## src/design/ahc_pkg.sv

```systemverilog
/*
  Package for the host configuration and status register block.
  Assumes a single 1 MHz-class system clock domain.
*/
package ahc_pkg;
  // ==========================================================
  // Control word field positions
  localparam int unsigned CW_RX1_RATE = 0;
  localparam int unsigned CW_LABEL_MEM = 1;
  localparam int unsigned CW_RX1_LABEL_EN = 2;
  localparam int unsigned CW_RX2_LABEL_EN = 3;
  localparam int unsigned CW_TX_PAR_EN = 4;
  localparam int unsigned CW_LOOPBACK_N = 5;
  localparam int unsigned CW_RX1_DEC_EN = 6;
  localparam int unsigned CW_RX1_B9 = 7;
  localparam int unsigned CW_RX1_B10 = 8;
  localparam int unsigned CW_RX2_DEC_EN = 9;
  localparam int unsigned CW_RX2_B9 = 10;
  localparam int unsigned CW_RX2_B10 = 11;
  localparam int unsigned CW_TX_PAR_POL = 12;
  localparam int unsigned CW_TX_RATE = 13;
  localparam int unsigned CW_RX2_RATE = 14;
  localparam int unsigned CW_FORMAT = 15;
  localparam logic [15:0] CW_RESET = 16'h0000;
  // ==========================================================
  // Rate dividers and FIFO thresholds
  localparam logic [6:0] DIV_FAST = 7'h0a;
  localparam logic [6:0] DIV_SLOW = 7'h50;
  localparam logic [5:0] FIFO_HALF = 6'h10;
  localparam logic [5:0] FIFO_DEPTH = 6'h20;
  localparam logic [4:0] LABEL_COUNT = 5'h10;

  // FIFO occupancy for the three queues
  typedef struct packed {
    logic [5:0] rx1;
    logic [5:0] rx2;
    logic [5:0] tx;
  } ahc_levels_t;

  // Whole state of the register block
  typedef struct packed {
    logic [15:0] control_word;
    logic [15:0] bus_data;
    logic cw_strobe_d;
    logic label_mem_d;
    logic [4:0] tx_label_left;
    logic [4:0] rx1_label_left;
    logic [4:0] rx2_label_left;
    logic rx1_en_d;
    logic rx2_en_d;
    logic pl_d;
  } ahc_state_t;
endpackage

```

## src/design/ahc_regs.sv

```systemverilog
/*
  Control word and status register of a dual-receiver, single-transmitter
  serial interface, reached by strobes on a 16-bit host bus.
  Assumes FIFO levels and strobes are synchronous to ref_clk_i.
*/
// Notes on behaviour
// - Control-write strobe low captures all 16 host bus bits into control word.
// - Read strobe low with chooser 1 drives control word onto host bus.
// - Each channel rate bit: 0 means clock/10, 1 means clock/80.
// - Label access bit 1 steers next 16 loads and reads to label memory.
// - Parity enable 0 sends bit 32 as data, 1 substitutes parity.
// - Self-test bit 0 loops transmitter outputs into receivers; 1 normal.
// - Receiver 1 decoder checks bits 9,10 against control bits 7,8.
// - Receiver 2 decoder checks bits 9,10 against control bits 10,11.
// - Parity polarity 0 odd, 1 even.
// - Format 0 maps scrambled bit layout onto two half-words.
// - Format 1 maps bits 16..9 plus label, then parity and 31..17.
// - Read strobe with chooser 0 drives 9-bit status, upper bits zero.
// - Data-ready bit set while receiver FIFO holds data; pin inverted.
// - Half-full bit set at 16 words or more; pin inverted.
// - Full bit set when receiver FIFO full; pin inverted.
// - Transmit-empty bit set when transmitter FIFO holds nothing.
// - Transmit-full bit set when transmitter FIFO full; pin inverted.
// - Transmit half-full bit set at 16 words or more; pin inverted.
// - Chooser 0 selects first half-word, 1 second, on receiver reads.
// - Label recognition bit 1 discards words whose label is unmatched.
`timescale 1ns/1ps
module ahc_regs (
  input wire logic ref_clk_i,
  input wire logic reset_i,
  input wire logic master_reset_n_i,
  input wire logic control_write_strobe_n_i,
  input wire logic register_read_strobe_n_i,
  input wire logic byte_choose_i,
  input wire logic [15:0] host_bus_i,
  output logic [15:0] host_bus_o,
  output logic host_bus_oe_o,
  input wire ahc_pkg::ahc_levels_t levels_i,
  input wire logic tx_load_low_half_n_i,
  input wire logic tx_load_high_half_n_i,
  input wire logic rx1_read_n_i,
  input wire logic rx2_read_n_i,
  input wire logic [31:0] rx_word_i,
  input wire logic [7:0] rx_label_i,
  output logic [15:0] rx_half_o,
  input wire logic [31:0] tx_word_i,
  output logic tx_bit32_o,
  input wire logic [31:0] rx1_word_i,
  input wire logic rx1_label_hit_i,
  output logic rx1_accept_o,
  input wire logic [31:0] rx2_word_i,
  input wire logic rx2_label_hit_i,
  output logic rx2_accept_o,
  output logic [6:0] rx1_divide_o,
  output logic [6:0] rx2_divide_o,
  output logic [6:0] tx_divide_o,
  output logic loopback_o,
  output logic tx_label_load_o,
  output logic rx1_label_read_o,
  output logic rx2_label_read_o,
  output logic [8:0] fifo_status_o,
  output logic rx1_has_data_n_o,
  output logic rx1_half_level_n_o,
  output logic rx1_queue_full_n_o,
  output logic rx2_has_data_n_o,
  output logic rx2_half_level_n_o,
  output logic rx2_queue_full_n_o,
  output logic tx_queue_full_n_o,
  output logic tx_half_level_n_o
);
  // ========================================================
  // State
  ahc_pkg::ahc_state_t state_reg, state_next;
  logic [15:0] cw;
  logic [8:0] status;
  logic cw_write, pl_fall, rx1_fall, rx2_fall, rise_mem;
  logic [15:0] half_a, half_b;
  logic tx_par;
  logic in_reset;

  assign in_reset = reset_i | ~master_reset_n_i;
  assign cw = state_reg.control_word;

  // ========================================================
  // Status and pins
  always_comb begin
    status[0] = levels_i.rx1 != 6'h00;
    status[1] = levels_i.rx1 >= ahc_pkg::FIFO_HALF;
    status[2] = levels_i.rx1 == ahc_pkg::FIFO_DEPTH;
    status[3] = levels_i.rx2 != 6'h00;
    status[4] = levels_i.rx2 >= ahc_pkg::FIFO_HALF;
    status[5] = levels_i.rx2 == ahc_pkg::FIFO_DEPTH;
    status[6] = levels_i.tx == 6'h00;
    status[7] = levels_i.tx == ahc_pkg::FIFO_DEPTH;
    status[8] = levels_i.tx >= ahc_pkg::FIFO_HALF;
  end
  assign fifo_status_o = status;
  assign rx1_has_data_n_o = ~status[0];
  assign rx1_half_level_n_o = ~status[1];
  assign rx1_queue_full_n_o = ~status[2];
  assign rx2_has_data_n_o = ~status[3];
  assign rx2_half_level_n_o = ~status[4];
  assign rx2_queue_full_n_o = ~status[5];
  assign tx_queue_full_n_o = ~status[7];
  assign tx_half_level_n_o = ~status[8];

  // ========================================================
  // Configuration decode
  assign rx1_divide_o = cw[ahc_pkg::CW_RX1_RATE] ? ahc_pkg::DIV_SLOW : ahc_pkg::DIV_FAST;
  assign rx2_divide_o = cw[ahc_pkg::CW_RX2_RATE] ? ahc_pkg::DIV_SLOW : ahc_pkg::DIV_FAST;
  assign tx_divide_o = cw[ahc_pkg::CW_TX_RATE] ? ahc_pkg::DIV_SLOW : ahc_pkg::DIV_FAST;
  assign loopback_o = ~cw[ahc_pkg::CW_LOOPBACK_N];

  // Transmit 32nd bit: data, or odd/even parity over bits 1..31
  assign tx_par = ~(^tx_word_i[30:0]) ^ cw[ahc_pkg::CW_TX_PAR_POL];
  assign tx_bit32_o = cw[ahc_pkg::CW_TX_PAR_EN] ? tx_par : tx_word_i[31];

  // Receive acceptance: label match and bit 9/10 decoder
  assign rx1_accept_o = (~cw[ahc_pkg::CW_RX1_LABEL_EN] | rx1_label_hit_i)
    & (~cw[ahc_pkg::CW_RX1_DEC_EN]
       | (rx1_word_i[8] == cw[ahc_pkg::CW_RX1_B9] && rx1_word_i[9] == cw[ahc_pkg::CW_RX1_B10]));
  assign rx2_accept_o = (~cw[ahc_pkg::CW_RX2_LABEL_EN] | rx2_label_hit_i)
    & (~cw[ahc_pkg::CW_RX2_DEC_EN]
       | (rx2_word_i[8] == cw[ahc_pkg::CW_RX2_B9] && rx2_word_i[9] == cw[ahc_pkg::CW_RX2_B10]));

  // ========================================================
  // Word to half-word mapping, ARINC bit n is index n-1
  always_comb begin
    if (cw[ahc_pkg::CW_FORMAT]) begin
      half_a = {rx_word_i[15:8], rx_word_i[7:0]};
      half_b = {rx_word_i[31], rx_word_i[30:16]};
    end else begin
      half_a = {rx_word_i[12:8], rx_word_i[30:29], rx_word_i[31], rx_word_i[7:0]};
      half_b = rx_word_i[28:13];
    end
  end

  // Edges of strobes and label access mode
  assign cw_write = state_reg.cw_strobe_d & ~control_write_strobe_n_i;
  assign pl_fall = state_reg.pl_d & ~(tx_load_low_half_n_i & tx_load_high_half_n_i);
  assign rx1_fall = state_reg.rx1_en_d & ~rx1_read_n_i;
  assign rx2_fall = state_reg.rx2_en_d & ~rx2_read_n_i;
  assign rise_mem = cw[ahc_pkg::CW_LABEL_MEM] & ~state_reg.label_mem_d;
  assign tx_label_load_o = cw[ahc_pkg::CW_LABEL_MEM] && state_reg.tx_label_left != 5'h00;
  assign rx1_label_read_o = cw[ahc_pkg::CW_LABEL_MEM] && state_reg.rx1_label_left != 5'h00;
  assign rx2_label_read_o = cw[ahc_pkg::CW_LABEL_MEM] && state_reg.rx2_label_left != 5'h00;
  assign rx_half_o = byte_choose_i ? half_b : half_a;

  // ========================================================
  // Next state
  always_comb begin
    state_next = state_reg;
    state_next.cw_strobe_d = control_write_strobe_n_i;
    state_next.pl_d = tx_load_low_half_n_i & tx_load_high_half_n_i;
    state_next.rx1_en_d = rx1_read_n_i;
    state_next.rx2_en_d = rx2_read_n_i;
    state_next.label_mem_d = cw[ahc_pkg::CW_LABEL_MEM];
    if (cw_write) begin
      state_next.control_word = host_bus_i;
    end
    if (rise_mem) begin
      state_next.tx_label_left = ahc_pkg::LABEL_COUNT;
      state_next.rx1_label_left = ahc_pkg::LABEL_COUNT;
      state_next.rx2_label_left = ahc_pkg::LABEL_COUNT;
    end else begin
      if (pl_fall && tx_label_load_o) begin
        state_next.tx_label_left = state_reg.tx_label_left - 5'h01;
      end
      if (rx1_fall && rx1_label_read_o) begin
        state_next.rx1_label_left = state_reg.rx1_label_left - 5'h01;
      end
      if (rx2_fall && rx2_label_read_o) begin
        state_next.rx2_label_left = state_reg.rx2_label_left - 5'h01;
      end
    end
    // Read data registered each cycle from the chooser, strobe or not
    if (byte_choose_i) begin
      state_next.bus_data = cw;
    end else begin
      state_next.bus_data = {7'h00, status};
    end
  end

  // State register, either reset clears state but sets the strobe delays high
  always_ff @(posedge ref_clk_i or posedge in_reset) begin
    if (in_reset) begin
      state_reg <= '0;
      state_reg.control_word <= ahc_pkg::CW_RESET;
      state_reg.cw_strobe_d <= 1'b1;
      state_reg.pl_d <= 1'b1;
      state_reg.rx1_en_d <= 1'b1;
      state_reg.rx2_en_d <= 1'b1;
    end else begin
      state_reg <= state_next;
    end
  end

  // Bus drive while read strobe low
  assign host_bus_oe_o = ~register_read_strobe_n_i;
  assign host_bus_o = register_read_strobe_n_i ? 16'h0000 : state_reg.bus_data;

  // ========================================================
  // Checks
  a_cw_capture: assert property (@(posedge ref_clk_i) disable iff (in_reset)
    cw_write |=> cw == $past(host_bus_i)) else $error("control word not captured");
  a_cw_read: assert property (@(posedge ref_clk_i) disable iff (in_reset)
    (byte_choose_i && !register_read_strobe_n_i && $stable(cw) && $past(byte_choose_i))
      |-> host_bus_o == cw) else $error("control word read wrong");
  a_status_read: assert property (@(posedge ref_clk_i) disable iff (in_reset)
    (!byte_choose_i && !register_read_strobe_n_i && $past(!byte_choose_i))
      |-> host_bus_o == {7'h00, $past(fifo_status_o)}) else $error("status read wrong");
  a_rate_div: assert property (@(posedge ref_clk_i) disable iff (in_reset)
    tx_divide_o == (cw[13] ? 7'h50 : 7'h0a)) else $error("transmit divide wrong");
  a_parity_odd: assert property (@(posedge ref_clk_i) disable iff (in_reset)
    (cw[4] && !cw[12]) |-> ^{tx_bit32_o, tx_word_i[30:0]}) else $error("odd parity wrong");
  a_data_bit32: assert property (@(posedge ref_clk_i) disable iff (in_reset)
    !cw[4] |-> tx_bit32_o == tx_word_i[31]) else $error("bit 32 not data");
  a_loop_test: assert property (@(posedge ref_clk_i) disable iff (in_reset)
    loopback_o != cw[5]) else $error("loopback wrong");
  a_rx1_decode: assert property (@(posedge ref_clk_i) disable iff (in_reset)
    (cw[6] && rx1_word_i[8] != cw[7]) |-> !rx1_accept_o) else $error("rx1 decoder passed");
  a_rx2_decode: assert property (@(posedge ref_clk_i) disable iff (in_reset)
    (cw[9] && rx2_word_i[9] != cw[11]) |-> !rx2_accept_o) else $error("rx2 decoder passed");
  a_half_pins: assert property (@(posedge ref_clk_i) disable iff (in_reset)
    (levels_i.rx1 == 6'h10) |-> !rx1_half_level_n_o && !rx1_has_data_n_o) else $error("half pin wrong");
  a_tx_empty: assert property (@(posedge ref_clk_i) disable iff (in_reset)
    fifo_status_o[6] == (levels_i.tx == 6'h00)) else $error("tx empty wrong");
  a_label_count: assert property (@(posedge ref_clk_i) disable iff (in_reset)
    rise_mem |=> state_reg.tx_label_left == 5'h10) else $error("label count not loaded");

  // Label access counters step once per falling strobe
  a_tx_label_step: assert property (@(posedge ref_clk_i) disable iff (in_reset)
    (pl_fall && tx_label_load_o && !rise_mem)
      |=> state_reg.tx_label_left == $past(state_reg.tx_label_left) - 5'h01)
    else $error("transmit label count did not step");
  a_rx1_label_step: assert property (@(posedge ref_clk_i) disable iff (in_reset)
    (rx1_fall && rx1_label_read_o && !rise_mem)
      |=> state_reg.rx1_label_left == $past(state_reg.rx1_label_left) - 5'h01)
    else $error("receiver 1 label count did not step");

  // Receiver status bits follow the levels, pins inverted
  a_rx1_ready: assert property (@(posedge ref_clk_i) disable iff (in_reset)
    fifo_status_o[0] == (levels_i.rx1 != 6'h00) && rx1_has_data_n_o == !fifo_status_o[0])
    else $error("rx1 data ready wrong");
  a_rx2_ready: assert property (@(posedge ref_clk_i) disable iff (in_reset)
    fifo_status_o[3] == (levels_i.rx2 != 6'h00) && rx2_has_data_n_o == !fifo_status_o[3])
    else $error("rx2 data ready wrong");
  a_rx2_half: assert property (@(posedge ref_clk_i) disable iff (in_reset)
    fifo_status_o[4] == (levels_i.rx2 >= ahc_pkg::FIFO_HALF) && rx2_half_level_n_o == !fifo_status_o[4])
    else $error("rx2 half level wrong");
  a_rx1_full: assert property (@(posedge ref_clk_i) disable iff (in_reset)
    fifo_status_o[2] == (levels_i.rx1 == ahc_pkg::FIFO_DEPTH) && rx1_queue_full_n_o == !fifo_status_o[2])
    else $error("rx1 full wrong");
  a_rx2_full: assert property (@(posedge ref_clk_i) disable iff (in_reset)
    fifo_status_o[5] == (levels_i.rx2 == ahc_pkg::FIFO_DEPTH) && rx2_queue_full_n_o == !fifo_status_o[5])
    else $error("rx2 full wrong");

  // Transmit queue status bits and pins
  a_tx_full: assert property (@(posedge ref_clk_i) disable iff (in_reset)
    fifo_status_o[7] == (levels_i.tx == ahc_pkg::FIFO_DEPTH) && tx_queue_full_n_o == !fifo_status_o[7])
    else $error("tx full wrong");
  a_tx_half: assert property (@(posedge ref_clk_i) disable iff (in_reset)
    fifo_status_o[8] == (levels_i.tx >= ahc_pkg::FIFO_HALF) && tx_half_level_n_o == !fifo_status_o[8])
    else $error("tx half level wrong");

  // Even parity gives an even count of ones over all 32 bits
  a_parity_even: assert property (@(posedge ref_clk_i) disable iff (in_reset)
    (cw[ahc_pkg::CW_TX_PAR_EN] && cw[ahc_pkg::CW_TX_PAR_POL]) |-> !(^{tx_bit32_o, tx_word_i[30:0]}))
    else $error("even parity wrong");

  // Decoder and label filter reject the other cases
  a_rx1_bit10: assert property (@(posedge ref_clk_i) disable iff (in_reset)
    (cw[ahc_pkg::CW_RX1_DEC_EN] && rx1_word_i[9] != cw[ahc_pkg::CW_RX1_B10]) |-> !rx1_accept_o)
    else $error("rx1 bit 10 decoder passed");
  a_rx2_bit9: assert property (@(posedge ref_clk_i) disable iff (in_reset)
    (cw[ahc_pkg::CW_RX2_DEC_EN] && rx2_word_i[8] != cw[ahc_pkg::CW_RX2_B9]) |-> !rx2_accept_o)
    else $error("rx2 bit 9 decoder passed");
  a_rx1_label: assert property (@(posedge ref_clk_i) disable iff (in_reset)
    (cw[ahc_pkg::CW_RX1_LABEL_EN] && !rx1_label_hit_i) |-> !rx1_accept_o)
    else $error("rx1 unmatched label passed");
  a_rx2_label: assert property (@(posedge ref_clk_i) disable iff (in_reset)
    (cw[ahc_pkg::CW_RX2_LABEL_EN] && !rx2_label_hit_i) |-> !rx2_accept_o)
    else $error("rx2 unmatched label passed");

  // Half-word mapping in both formats
  a_unscrambled: assert property (@(posedge ref_clk_i) disable iff (in_reset)
    (cw[ahc_pkg::CW_FORMAT] && !byte_choose_i) |-> rx_half_o == rx_word_i[15:0])
    else $error("unscrambled first half wrong");
  a_scrambled: assert property (@(posedge ref_clk_i) disable iff (in_reset)
    (!cw[ahc_pkg::CW_FORMAT] && byte_choose_i) |-> rx_half_o == rx_word_i[28:13])
    else $error("scrambled second half wrong");

  // Bus released and zero outside a read
  a_bus_idle: assert property (@(posedge ref_clk_i) disable iff (in_reset)
    register_read_strobe_n_i |-> host_bus_o == 16'h0000 && !host_bus_oe_o)
    else $error("bus driven outside read");

  // Control word and label counters clear on reset
  a_reset_clear: assert property (@(posedge ref_clk_i)
    $past(in_reset) && !in_reset |-> cw == ahc_pkg::CW_RESET && state_reg.tx_label_left == 5'h00)
    else $error("reset did not clear state");

  // ========================================================
  // Coverage of main scenarios
  c_cw_write: cover property (@(posedge ref_clk_i) cw_write);
  c_label_mode: cover property (@(posedge ref_clk_i) rise_mem);
  c_rx1_full: cover property (@(posedge ref_clk_i) status[2]);
  c_status_read: cover property (@(posedge ref_clk_i) !register_read_strobe_n_i && !byte_choose_i);
  c_parity_on: cover property (@(posedge ref_clk_i) cw[ahc_pkg::CW_TX_PAR_EN] && tx_bit32_o);
endmodule
```

## config.mk

```make
export PLATFORM = sky130hd
export DESIGN_NAME = ahc_regs
export DESIGN_NICKNAME = d
export VERILOG_FILES = /design/src/design/ahc_pkg.sv /design/src/design/ahc_regs.sv
export SDC_FILE = /design/constraint.sdc
export NUM_CORES = 1
export LEC_CHECK = 0
export BUFFER_PORTS_ARGS = -buffer_cell sky130_fd_sc_hd__clkbuf_2
export CAP_MARGIN = 25
export CORE_AREA = 4 4 99 101
export CTS_CLUSTER_DIAMETER = 100
export DETAILED_ROUTE_END_ITERATION = 12
export DIE_AREA = 0 0 103 105
export PLACE_DENSITY = 0.74
export SYNTH_ARGS = -nofsm -noshare
export SYNTH_HDL_FRONTEND = slang
export SYNTH_SLANG_ARGS = --single-unit
```

## constraint.sdc

```tcl
create_clock -name ref_clk_i -period 7 [get_ports ref_clk_i]
set_input_delay 1.4 -clock ref_clk_i [delete_from_list [all_inputs] [get_ports ref_clk_i]]
set_output_delay 1.4 -clock ref_clk_i [all_outputs]
set_load 0.02 [all_outputs]
```

==> summary.md <==
| Metric | Value |
|---|---|
| Setup crit start kind | primary input |
| Clk slew on worst S/H paths | 100 ps |
| Peak Freq | 243 MHz |
| Synth Area in Adders | 1.61% |
| Post-route setup TNS | 0 ps |
| Max-cap viol count | 0 |
| Area growth syn-to-layout | 33.5% |
| Largest net degree at the start of global routing | 53 |
| Main combinational cell family by area after synthesis | simple AND/OR/NAND/NOR gates |
| Clk_lat worst skew | 300 ps |
| WL per Instance | 13.6 um |
| Die area | 10800 um^2 |
| Dominant synthesized flop cell | dfrtp_1 |
| Slew Viols, Final | 0 |
| Mean post-synth cell area | 9.99 um^2 |
| Unrepaired setup endpoints after global routing | no |
| Post-synthesis mux area share | 13.9% |
| Initial cell density of the core | 34.4% |
| Pre-Repair DR Iteration Count | 4 |
| Fin crit share | 58.9% |
| Vias in the first global route | 2729 |
| Antenna Violating Nets Remaining | 0 |
| Clock root buffer | clkbuf_8 |
| Final core utilization | 46.0% |
| Resize count post-CTS | 0 |
| Yosys warns | 0 |
| Core Area | 9020 um^2 |
| Total wire length | 8080 um |
| Critical Path Source | tx_word_i[28] |
| Die Height | 105 um |
| Final Hold Viols | 0 |
| Initial antenna violation count | 0 |
| Post-synthesis cell type count | 31 |
| H-tree levels | 2 |
| TritonCTS clock tree | built |
| Antenna cell count | 0 |
| Hold buffers post-CTS | 0 |
| Hpwl dp | 6510 um |
| Final setup violation count | 0 |
| Ys async rst share | 100% |
| EDFF count, synth | 0 |
| Reg-to-reg critical path startpoint | state_reg[3] |
| Vias per cell | 4.52 |
| Cell taking the most area after synthesis | dfrtp_1 |
| Syn Std Cell Area | 3110 um^2 |
| Min cycle time layout | 4120 ps |
| Die Wd | 103 um |
| Overall routing resource usage | 14.8% |
| Total Nets Final | 667 |
| # IOs | 260 |
| GP Congestion | 0.775 |
| DRC | 0 |
| HP Start | cw[1] |
| I/O Buffers | 182 |
| CTS Buffer Depth | 2 |
| Sequential area share after synthesis | 42.1% |
| Compound-cell area share of the yosys netlist | 5.00% |
| Aggregate global routing overflow | 0 |
| Crit Path Max Fanout | 1 |
| Simple-Gate Fraction of Synth Area | 15.5% |
| Postcts setup bufs | 0 |
| Peak supply drop | 110 uV |
| Worst slew pin tran | 948 ps |
| Total number of vias | 2681 |
| First-pass GRT wire length | 12800 um |
| Status | complete, no violations |
| Post-Synth XOR/XNOR Area | 12.7% |
| Max reg flops | 36 |
| Most frequent cells after synthesis | 48 x dfrtp_1, 41 x xnor2_1, 33 x nor2_1, 26 x inv_1, 20 x nor2b_1 |
| Hold Crit Class | register to register |
| Critical Path AT | 2720 ps |
| Drt first-iter violations | 86 |
| Clock skew | 4.68 ps |
| Setup CP Type | primary input to output port |
| Post-synthesis register bit count | 52 |
| Mapped Cells | 311 |
| CTS Buf Count | 5 |
| Crit. End Element | output port |
| Pwr per Cell Area | 229 nW/um^2 |
| Synth top area cells | dfrtp_1 39%, xnor2_1 12%, mux4_2 5.8% |
| Ratio of cells with drive above 1 in the final layout | 47.5% |
| Worst slew margin | 36.6% |
| Sink Count | 52 |
| Row count | 35 |
| Top-count cell post-synth | dfrtp_1 |
| LEAKAGE | 2.19 nW |
| Post-synth top area share | 38.7% |
| CP required | 5600 ps |
path summary, 6_finish.rpt:
| check | end | slack (ps) | cells past startpoint |
|---|---|---|---|
| min | state_reg[18] | 390 | 0 |
| min reg2reg | state_reg[18] | 390 | 0 |
| max reg2reg | state_reg[7] | 5210 | 8 |
| max in group asynchronous | state_reg[23] | 5250 | 3 |
| min in group asynchronous | cw[14] | 1330 | 3 |
| max | tx_bit32_o | 2880 | 8 |
layer usage:
metal  share of wire [%]  vias to the layer above  GRT usage [%]
li1                    -                     1319              -
met1                  41                     1251           18.7
met2                  51                      107           25.2
met3                 7.9                        4           4.27
met4                0.50                        0           2.59
met5                   0                        -              0
layout by cell type, fill, tap and decap left out, types with 2 or more instances in the layout:
cell type / Yosys / final
a21o_1: 2 / 2
a21oi_1: 15 / 15
a31oi_1: 2 / 2
and2_1: 6 / 6
clkbuf_2: 0 / 182
clkbuf_8: 0 / 5
clkinvlp_4: 0 / 2
conb_1: 1 / 9
dfrtp_1: 48 / 48
dfstp_2: 4 / 4
ha_1: 4 / 4
inv_1: 26 / 26
mux2_2: 14 / 14
mux2i_1: 8 / 8
mux4_2: 8 / 8
nand2_1: 16 / 16
nand3b_1: 4 / 4
nor2_1: 33 / 33
nor2b_1: 20 / 18
nor4_1: 6 / 6
o21ai_0: 9 / 9
or2_2: 3 / 3
xnor2_1: 41 / 41
xor2_1: 4 / 4
final cells by class:
class | instances | area, um^2
Tap cell | 111 | 139
Inverter | 26 | 97.6
Clock buffer | 5 | 68.8
Multi-Input combinational cell | 211 | 1560
Fill cell | 867 | 4870
Clock inverter | 3 | 23.8
Sequential cell | 52 | 1310
Timing Repair Buffer | 185 | 953
cells by family (layout without fill, tap and decap cells):
family                   Yosys count  count (layout)
multiplexers                      31              31
other                              1               9
XOR/XNOR                          45              45
adder cells (fa/ha/maj)            4               4
buffers and inverters             56             219
AO/OA/AOI/OAI                     29              29
AND/OR/NAND/NOR                   93              93
flip-flops                        52              52
metrics by stage:
stage	setup slack (ps)	hold slack (ps)	power [mW]	cells	cell area [um^2]
after floorplan	2450	354	0.674	319	3140
after global placement	2670	363	0.766	583	4020
after detailed placement	2640	371	0.780	584	4030
after CTS	2640	397	0.961	592	4130
after global routing	2790	410	1.02	593	4150
final	2880	394	0.948	593	4150
critical path, cell delays in order:
cell	delay, ps
clkbuf_2	100
xor2_1	160
xnor2_1	220
xnor2_1	180
xnor2_1	160
xnor2_1	90
mux2_4	260
clkbuf_2	160
power by group:
group / internal [mW] / total (mW) / switching [mW] / leakage [nW]
Sequential: 0.356 / 0.398 / 0.0424 / 0.650
Clock: 0.0711 / 0.177 / 0.106 / 0.0404
Combinational: 0.176 / 0.373 / 0.197 / 1.50
Note: power is estimated with default switching activity, not from simulation.
